[config.mk]
export PLATFORM = sky130hd
export DESIGN_NAME = agot_regs
export DESIGN_NICKNAME = d
export VERILOG_FILES = /design/src/logic/agot_regs.v
export VERILOG_INCLUDE_DIRS = /design/src /design/src/shared
export SDC_FILE = /design/constraint.sdc
export NUM_CORES = 1
export LEC_CHECK = 0
export ABC_AREA = 1
export BUFFER_PORTS_ARGS = -buffer_cell sky130_fd_sc_hd__buf_2
export CAP_MARGIN = 20
export CORE_MARGIN = 8
export CORE_UTILIZATION = 61
export DETAILED_ROUTE_END_ITERATION = 6
export GPL_TIMING_DRIVEN = 0
export PLACE_DENSITY_LB_ADDON = 0.1
export SLEW_MARGIN = 0
export SYNTH_ARGS = -nofsm -noshare
export SYNTH_HDL_FRONTEND = slang
export SYNTH_SLANG_ARGS = --single-unit
[constraint.sdc]
create_clock -name clk_i -period 4.1 [get_ports clk_i]
set_input_delay 1.23 -clock clk_i [delete_from_list [all_inputs] [get_ports clk_i]]
set_output_delay 1.23 -clock clk_i [all_outputs]
set_load 0.01 [all_outputs]
[src/shared/agot_defs.vh]
// Constants for the converter 15/16 gain and offset trim register bank.
// Assumes inclusion by the bank's design file only.
`ifndef AGOT_DEFS_VH
`define AGOT_DEFS_VH

`define AGOT_ADDR_W           8
`define AGOT_DATA_W           16
`define AGOT_OFF_C15_ODD      8'h35
`define AGOT_OFF_C15_EVEN     8'h36
`define AGOT_OFF_C16_ODD      8'h37
`define AGOT_OFF_C16_EVEN     8'h38
`define AGOT_GAIN_MSB         15
`define AGOT_GAIN_LSB         11
`define AGOT_GAIN_W           5
`define AGOT_OFFS_MSB         9
`define AGOT_OFFS_LSB         0
`define AGOT_OFFS_W           10
`define AGOT_SPARE_BIT        10
`define AGOT_REG_RST          16'h0000
`define AGOT_RD_IDLE          16'h0000
`define AGOT_SMP_W            14
`define AGOT_GAIN_STEP_CDB    5'h14

`endif

[src/logic/agot_regs.v]
// Gain and offset trim register bank for converters 15 and 16, with the
// per-sample correction that the coefficients steer.
// Assumes one clock, a one-cycle strobe bus master, and samples at 14-bit scale.
//
// Chosen here: the strobed register port.
`timescale 1ns/1ps
`include "agot_defs.vh"

////////////////////////////////////////////////////////////////////////////////

module agot_regs #(
  parameter SMP_W = `AGOT_SMP_W
) (
  input  wire                     clk_i,
  input  wire                     nrst_i,
  input  wire [`AGOT_ADDR_W-1:0]  addr_i,
  input  wire [`AGOT_DATA_W-1:0]  wdata_i,
  input  wire                     wr_i,
  input  wire                     rd_i,
  output reg  [`AGOT_DATA_W-1:0]  rdata_o,
  input  wire                     global_gain_correction_enable_i,
  input  wire                     global_offset_correction_enable_i,
  input  wire                     c15_valid_i,
  input  wire                     c15_odd_i,
  input  wire [SMP_W-1:0]         c15_sample_i,
  input  wire                     c16_valid_i,
  input  wire                     c16_odd_i,
  input  wire [SMP_W-1:0]         c16_sample_i,
  output wire                     c15_valid_o,
  output wire [SMP_W-1:0]         c15_sample_o,
  output wire [`AGOT_GAIN_W-1:0]  c15_gain_o,
  output wire [`AGOT_GAIN_W+4:0]  c15_gain_cdb_o,
  output wire                     c16_valid_o,
  output wire [SMP_W-1:0]         c16_sample_o,
  output wire [`AGOT_GAIN_W-1:0]  c16_gain_o,
  output wire [`AGOT_GAIN_W+4:0]  c16_gain_cdb_o
);

  wire [`AGOT_DATA_W-1:0] c15_odd_r;
  wire [`AGOT_DATA_W-1:0] c15_even_r;
  wire [`AGOT_DATA_W-1:0] c16_odd_r;
  wire [`AGOT_DATA_W-1:0] c16_even_r;
  wire                    c15_odd_we;
  wire                    c15_even_we;
  wire                    c16_odd_we;
  wire                    c16_even_we;
  reg  [`AGOT_DATA_W-1:0] rdata_nxt;

  //////////////////////////////////////////////////////////////////////////////

  // Exact decode: writes to any other address are dropped.
  assign c15_odd_we  = wr_i && (addr_i == `AGOT_OFF_C15_ODD);
  assign c15_even_we = wr_i && (addr_i == `AGOT_OFF_C15_EVEN);
  assign c16_odd_we  = wr_i && (addr_i == `AGOT_OFF_C16_ODD);
  assign c16_even_we = wr_i && (addr_i == `AGOT_OFF_C16_EVEN);

  agot_coef_reg #(
    .DATA_W  (`AGOT_DATA_W),
    .RST_VAL (`AGOT_REG_RST)
  ) u_agot_coef_reg_c15_odd (
    .clk_i   (clk_i),
    .nrst_i  (nrst_i),
    .we_i    (c15_odd_we),
    .wdata_i (wdata_i),
    .q_o     (c15_odd_r)
  );

  agot_coef_reg #(
    .DATA_W  (`AGOT_DATA_W),
    .RST_VAL (`AGOT_REG_RST)
  ) u_agot_coef_reg_c15_even (
    .clk_i   (clk_i),
    .nrst_i  (nrst_i),
    .we_i    (c15_even_we),
    .wdata_i (wdata_i),
    .q_o     (c15_even_r)
  );

  agot_coef_reg #(
    .DATA_W  (`AGOT_DATA_W),
    .RST_VAL (`AGOT_REG_RST)
  ) u_agot_coef_reg_c16_odd (
    .clk_i   (clk_i),
    .nrst_i  (nrst_i),
    .we_i    (c16_odd_we),
    .wdata_i (wdata_i),
    .q_o     (c16_odd_r)
  );

  agot_coef_reg #(
    .DATA_W  (`AGOT_DATA_W),
    .RST_VAL (`AGOT_REG_RST)
  ) u_agot_coef_reg_c16_even (
    .clk_i   (clk_i),
    .nrst_i  (nrst_i),
    .we_i    (c16_even_we),
    .wdata_i (wdata_i),
    .q_o     (c16_even_r)
  );

  // Unmapped addresses read zero; data stands only in the cycle after the strobe.
  always @* begin
    rdata_nxt = `AGOT_RD_IDLE;
    if (rd_i) begin
      case (addr_i)
        `AGOT_OFF_C15_ODD:  rdata_nxt = c15_odd_r;
        `AGOT_OFF_C15_EVEN: rdata_nxt = c15_even_r;
        `AGOT_OFF_C16_ODD:  rdata_nxt = c16_odd_r;
        `AGOT_OFF_C16_EVEN: rdata_nxt = c16_even_r;
        default:            rdata_nxt = `AGOT_RD_IDLE;
      endcase
    end
  end

  always @(posedge clk_i or negedge nrst_i) begin
    if (!nrst_i) begin
      rdata_o <= `AGOT_RD_IDLE;
    end else begin
      rdata_o <= rdata_nxt;
    end
  end

  //////////////////////////////////////////////////////////////////////////////

  agot_trim_chan #(
    .SMP_W  (SMP_W),
    .DATA_W (`AGOT_DATA_W),
    .GAIN_W (`AGOT_GAIN_W),
    .OFFS_W (`AGOT_OFFS_W)
  ) u_agot_trim_chan_c15 (
    .clk_i       (clk_i),
    .nrst_i      (nrst_i),
    .odd_coef_i  (c15_odd_r),
    .even_coef_i (c15_even_r),
    .gain_en_i   (global_gain_correction_enable_i),
    .offs_en_i   (global_offset_correction_enable_i),
    .valid_i     (c15_valid_i),
    .odd_i       (c15_odd_i),
    .sample_i    (c15_sample_i),
    .valid_o     (c15_valid_o),
    .sample_o    (c15_sample_o),
    .gain_o      (c15_gain_o),
    .gain_cdb_o  (c15_gain_cdb_o)
  );

  agot_trim_chan #(
    .SMP_W  (SMP_W),
    .DATA_W (`AGOT_DATA_W),
    .GAIN_W (`AGOT_GAIN_W),
    .OFFS_W (`AGOT_OFFS_W)
  ) u_agot_trim_chan_c16 (
    .clk_i       (clk_i),
    .nrst_i      (nrst_i),
    .odd_coef_i  (c16_odd_r),
    .even_coef_i (c16_even_r),
    .gain_en_i   (global_gain_correction_enable_i),
    .offs_en_i   (global_offset_correction_enable_i),
    .valid_i     (c16_valid_i),
    .odd_i       (c16_odd_i),
    .sample_i    (c16_sample_i),
    .valid_o     (c16_valid_o),
    .sample_o    (c16_sample_o),
    .gain_o      (c16_gain_o),
    .gain_cdb_o  (c16_gain_cdb_o)
  );

endmodule

////////////////////////////////////////////////////////////////////////////////

// One coefficient word; the spare bit is kept as written so every bit reads back.
module agot_coef_reg #(
  parameter DATA_W  = `AGOT_DATA_W,
  parameter RST_VAL = `AGOT_REG_RST
) (
  input  wire              clk_i,
  input  wire              nrst_i,
  input  wire              we_i,
  input  wire [DATA_W-1:0] wdata_i,
  output reg  [DATA_W-1:0] q_o
);

  always @(posedge clk_i or negedge nrst_i) begin
    if (!nrst_i) begin
      q_o <= RST_VAL[DATA_W-1:0];
    end else if (we_i) begin
      q_o <= wdata_i;
    end
  end

endmodule

////////////////////////////////////////////////////////////////////////////////

// Picks the coefficient word that matches the parity of the sample in flight.
module agot_parity_sel #(
  parameter DATA_W = `AGOT_DATA_W
) (
  input  wire              odd_i,
  input  wire [DATA_W-1:0] odd_coef_i,
  input  wire [DATA_W-1:0] even_coef_i,
  output reg  [DATA_W-1:0] coef_o
);

  always @* begin
    coef_o = odd_i ? odd_coef_i : even_coef_i;
  end

endmodule

////////////////////////////////////////////////////////////////////////////////

// Clamps a difference that is one bit wider back to the sample width.
module agot_sat #(
  parameter SMP_W = `AGOT_SMP_W
) (
  input  wire [SMP_W:0]   val_i,
  output reg  [SMP_W-1:0] val_o
);

  always @* begin
    if (val_i[SMP_W] != val_i[SMP_W-1]) begin
      val_o = {val_i[SMP_W], {(SMP_W-1){~val_i[SMP_W]}}};
    end else begin
      val_o = val_i[SMP_W-1:0];
    end
  end

endmodule

////////////////////////////////////////////////////////////////////////////////

// One converter's trim path: parity picks the coefficient word, the gain field
// is exposed as a code and in centi-dB, and the offset is subtracted with a
// clamp so that a large trim never wraps a full-scale sample to the other rail.
module agot_trim_chan #(
  parameter SMP_W  = `AGOT_SMP_W,
  parameter DATA_W = `AGOT_DATA_W,
  parameter GAIN_W = `AGOT_GAIN_W,
  parameter OFFS_W = `AGOT_OFFS_W
) (
  input  wire              clk_i,
  input  wire              nrst_i,
  input  wire [DATA_W-1:0] odd_coef_i,
  input  wire [DATA_W-1:0] even_coef_i,
  input  wire              gain_en_i,
  input  wire              offs_en_i,
  input  wire              valid_i,
  input  wire              odd_i,
  input  wire [SMP_W-1:0]  sample_i,
  output reg               valid_o,
  output reg  [SMP_W-1:0]  sample_o,
  output reg  [GAIN_W-1:0] gain_o,
  output reg  [GAIN_W+4:0] gain_cdb_o
);

  localparam CDB_W = GAIN_W + 5;
  localparam PAD_W = CDB_W - GAIN_W;
  localparam EXT_W = SMP_W + 1 - OFFS_W;

  wire [DATA_W-1:0] coef_sel;
  wire [GAIN_W-1:0] gain_field;
  wire [OFFS_W-1:0] offs_field;
  wire [GAIN_W-1:0] gain_nxt;
  wire [CDB_W-1:0]  gain_cdb_nxt;
  wire [SMP_W:0]    offs_ext;
  wire [SMP_W:0]    smp_ext;
  wire [SMP_W:0]    diff;
  wire [SMP_W-1:0]  diff_sat;
  wire [SMP_W-1:0]  sample_nxt;

  //////////////////////////////////////////////////////////////////////////////

  agot_parity_sel #(
    .DATA_W (DATA_W)
  ) u_agot_parity_sel (
    .odd_i       (odd_i),
    .odd_coef_i  (odd_coef_i),
    .even_coef_i (even_coef_i),
    .coef_o      (coef_sel)
  );

  assign gain_field = coef_sel[`AGOT_GAIN_MSB:`AGOT_GAIN_LSB];
  assign offs_field = coef_sel[`AGOT_OFFS_MSB:`AGOT_OFFS_LSB];

  assign gain_nxt = gain_en_i ? gain_field : {GAIN_W{1'b0}};

  // Both factors are widened so the product is exactly as wide as the output.
  assign gain_cdb_nxt = {{PAD_W{1'b0}}, gain_nxt} * {{PAD_W{1'b0}}, `AGOT_GAIN_STEP_CDB};

  // Sign-extend the offset; one unit is one LSB of the 14-bit sample.
  assign offs_ext = {{EXT_W{offs_field[OFFS_W-1]}}, offs_field};
  assign smp_ext  = {sample_i[SMP_W-1], sample_i};
  assign diff     = smp_ext - offs_ext;

  agot_sat #(
    .SMP_W (SMP_W)
  ) u_agot_sat (
    .val_i (diff),
    .val_o (diff_sat)
  );

  assign sample_nxt = offs_en_i ? diff_sat : sample_i;

  //////////////////////////////////////////////////////////////////////////////

  always @(posedge clk_i or negedge nrst_i) begin
    if (!nrst_i) begin
      valid_o <= 1'b0;
    end else begin
      valid_o <= valid_i;
    end
  end

  // The last corrected sample holds between valid strobes.
  always @(posedge clk_i or negedge nrst_i) begin
    if (!nrst_i) begin
      sample_o <= {SMP_W{1'b0}};
    end else if (valid_i) begin
      sample_o <= sample_nxt;
    end
  end

  // Gain follows the selected word every cycle, not only with valid samples.
  always @(posedge clk_i or negedge nrst_i) begin
    if (!nrst_i) begin
      gain_o <= {GAIN_W{1'b0}};
    end else begin
      gain_o <= gain_nxt;
    end
  end

  always @(posedge clk_i or negedge nrst_i) begin
    if (!nrst_i) begin
      gain_cdb_o <= {CDB_W{1'b0}};
    end else begin
      gain_cdb_o <= gain_cdb_nxt;
    end
  end

endmodule

==> results_dict.tcl <==
set metrics [dict create \
    status "finished with violations" \
    violations "DRC" \
    postLayoutCellArea_sq_mm 0.00924 \
    dr.pass1.iters 7 \
    core_area_sq_mm 0.0124 \
    ir_drop_mv 0.288 \
    cts_inserted_buffers 17 \
    nets 1263 \
    seq_area_sq_mm 0.00330 \
    dp_hpwl_mm 15.9 \
    clkTransAtPathRegs_ns 0.06 \
    crit_type "in2reg" \
    grt-ovfl-total 0 \
    slowest_delay_ns 0.52 \
    grt_pass1_wl_mm 35.0 \
    r2r_cells 17 \
    die_w_um 128 \
    cap_violations 0 \
    cts_root_buf "clkbuf_16" \
    ys_ff_latch 132 \
    synth_area_leader_cell "dfrtp_1" \
    rsz0062_at_grt "false" \
    cts_tree "done" \
    setup_viol 0 \
    fmax_mhz 265 \
    vias_per_cell 5.38 \
    clock-sinks 132 \
    holdWs_ns 0.472 \
    area_growth_pct 20.8 \
    worstPathArrival_ns 4.08 \
    postSynthAreaPerCell_sq_um 7.64 \
    crit_path_max_fanout 10 \
    synth_area_leaders "dfrtp_1 43%, nand2_1 18%, ha_1 6.9%" \
    slew_viol_final 0 \
    multiInputGateArea_sq_mm 0.00383 \
    synth_warnings 0 \
    antenna_found_initial 1 \
    fillers 1017 \
    relSlewSlack 0.585 \
    grt_usage 0.273 \
    wl_mm 21.7 \
    fin_crit_ns 3.77 \
    ctsLongestPathBuffers 2 \
    crit_path_end_kind "flip-flop" \
    synthCells 1001 \
    ioPinCount 138 \
    worstSetupStartpointType "input port" \
    grt_max_degree 103 \
    tightestPinTransition_ns 0.622 \
    cts_hold_buf 0 \
    hold_violations 0 \
    die_area_sq_mm 0.0164 \
    ys_types 30 \
    initial_utilization 0.616 \
    wire_per_inst_um 16.2 \
    htree_levels 4 \
    fin_crit_sh 0.919 \
    ys_seq_area_frac 0.432 \
    grt_pass1_vias 7134 \
    postRouteAntennaNets 0 \
    post-route-drc-count 1 \
    fp.dieH_um 128 \
    cp_common_cell "nand2_1" \
    synth_top_area_frac 0.432 \
    drtIter0Drc 757 \
    num_rows 41 \
    insertion_delay_ns 0.42 \
    hold_depth 2 \
    hp-class "reg2reg" \
    p_leak_nw 5.00 \
    cts_setup_buffers 0 \
    drive_gt1_frac 0.176 \
    crit_required_ns 4.41 \
    vias 7210 \
    slowest_stage "mux2i_2" \
    path_cells "clkbuf_1 -> clkbuf_2 -> mux2i_2 -> ha_1 -> a21oi_1 -> nand2_1 -> a21oi_1 -> nand2_2 -> nand2_1 -> nand2_1 -> nand2_2 -> nand2_2 -> inv_2 -> buf_6 -> nand2_1 -> nand2_1 -> nand2_1" \
    syn_area_sq_mm 0.00765 \
    powerDensity_mw_per_mm2 406 \
    place.gp.congestion 0.961 \
    port_buffers 132 \
    worst_clock_skew_ns 0.00676 \
    placed_area_sq_mm 0.00857 \
]
[final timing paths]
check,end,start,slack (ns)
max reg2reg,u_agot_trim_chan_c15.sample_o[8]$_DFFE_PN0P_,u_agot_coef_reg_c15_odd.q_o[1]$_DFFE_PN0P_,1.37
min reg2reg,u_agot_trim_chan_c16.sample_o[8]$_DFFE_PN0P_,u_agot_trim_chan_c16.sample_o[8]$_DFFE_PN0P_,0.47
max,u_agot_trim_chan_c16.sample_o[9]$_DFFE_PN0P_,c16_odd_i,0.33
max in group asynchronous,u_agot_trim_chan_c16.sample_o[6]$_DFFE_PN0P_,nrst_i,2.64
min in group asynchronous,u_agot_trim_chan_c15.sample_o[9]$_DFFE_PN0P_,nrst_i,0.69
min,u_agot_trim_chan_c16.sample_o[8]$_DFFE_PN0P_,u_agot_trim_chan_c16.sample_o[8]$_DFFE_PN0P_,0.47
[metrics by stage]
step / util / instances / TNS [ns] / total power [mW] / worst slack (ns)
CTS: 0.744 / 1340 / 0 / 3.75 / 0.0706
global route: 0.744 / 1340 / 0 / 3.90 / 0.0992
floorplan: - / 1004 / 0 / 1.82 / 0.372
detailed placement: 0.690 / 1309 / -11.24 / 2.04 / -0.497
global placement: 0.687 / 1308 / -10.19 / 2.03 / -0.460
finish: 0.744 / 1340 / 0 / 3.75 / 0.331
[flip-flops by register name, summed over array words and instances, names as in the netlist, 5 cells and up]
| name | cells |
|---|---|
| rdata_o | 16 |
| u_agot_coef_reg_c15_even.q_o | 16 |
| u_agot_coef_reg_c15_odd.q_o | 16 |
| u_agot_coef_reg_c16_even.q_o | 16 |
| u_agot_coef_reg_c16_odd.q_o | 16 |
| u_agot_trim_chan_c15.sample_o | 14 |
| u_agot_trim_chan_c16.sample_o | 14 |
| u_agot_trim_chan_c15.gain_cdb_o | 6 |
| u_agot_trim_chan_c16.gain_cdb_o | 6 |
| u_agot_trim_chan_c15.gain_o | 5 |
| u_agot_trim_chan_c16.gain_o | 5 |
[critical path: cells and delay by family]
family	cells	cell delay [ns]
multiplexers	1	0.52
AO/OA/AOI/OAI	2	0.45
buffers and inverters	4	0.84
AND/OR/NAND/NOR	9	0.65
adder cells (fa/ha/maj)	1	0.38
[metal layers]
layer | share of wire | GRT usage
met4 | 0.025 | 0.114
met5 | 0 | 0
met3 | 0.074 | 0.0578
met2 | 0.48 | 0.438
met1 | 0.42 | 0.353
[cell usage in the layout, fill, tap and decap left out, drive strengths merged, types with 7 or more instances in the layout]
cell type    n
a21oi       30
xor2        18
mux2i       13
nor2        94
buf        146
dfrtp      132
nand3       35
nor3         7
o21ai       90
inv         85
a41oi       12
nand2      374
clkbuf      46
ha          42
[Yosys cell counts]
cell type and instances:
xor2_1 18, or2_2 4, a41oi_1 12, buf_1 2, nand2_1 362, buf_6 4, mux2i_1 13, nand3_2 4
buf_4 9, inv_2 3, dfrtp_1 132, xnor2_1 6, fa_1 4, nor2_2 1, clkinv_1 4, nand2_2 12
nand3_4 1, nor2_1 93, conb_1 1, nor3_1 7, nand3_1 30, clkbuf_1 24, o21ai_0 90, and3_1 2
nor4_1 3, nand4_1 5, a21oi_1 30, a221oi_1 4, ha_1 42, inv_1 79
[timing repair]
action | 4_1_cts | 5_1_grt
resized for setup | 2 | 2
gates cloned | 0 | 0
hold endpoints to repair | 0 | 0
endpoints found under the setup margin | 13 | 24
[area by class of cell]
class | count | area share
tap | 172 | 0.0233
antenna | 1 | 0.000271
clock inverter | 10 | 0.0209
inverter | 86 | 0.0349
timing repair buffer | 133 | 0.0752
multi-input combinational | 747 | 0.414
buffer | 38 | 0.0226
clock buffer | 21 | 0.0509
sequential | 132 | 0.358
[power breakdown]
part	internal, mW	total [mW]	switching [mW]
combinational	0.223	0.604	0.381
sequential	1.38	1.43	0.0488
clock	1.13	1.71	0.583
total	2.74	3.75	1.01
[kinds of logic (layout without fill, tap and decap cells)]
kind of cell | Yosys count | in the layout | share of synthesized area
and+or+nand+nor | 524 | 524 | 0.277
other | 1 | 5 | 0.000490
muxes | 13 | 13 | 0.0170
buffers and inverters | 125 | 288 | 0.0697
DFF | 132 | 132 | 0.432
AOI/OAI and AO/OA | 136 | 136 | 0.0969
xor gates and xnor gates | 24 | 24 | 0.0275
adders and majority gates | 46 | 46 | 0.0792
No activity file was read; power rests on OpenSTA's default activity.
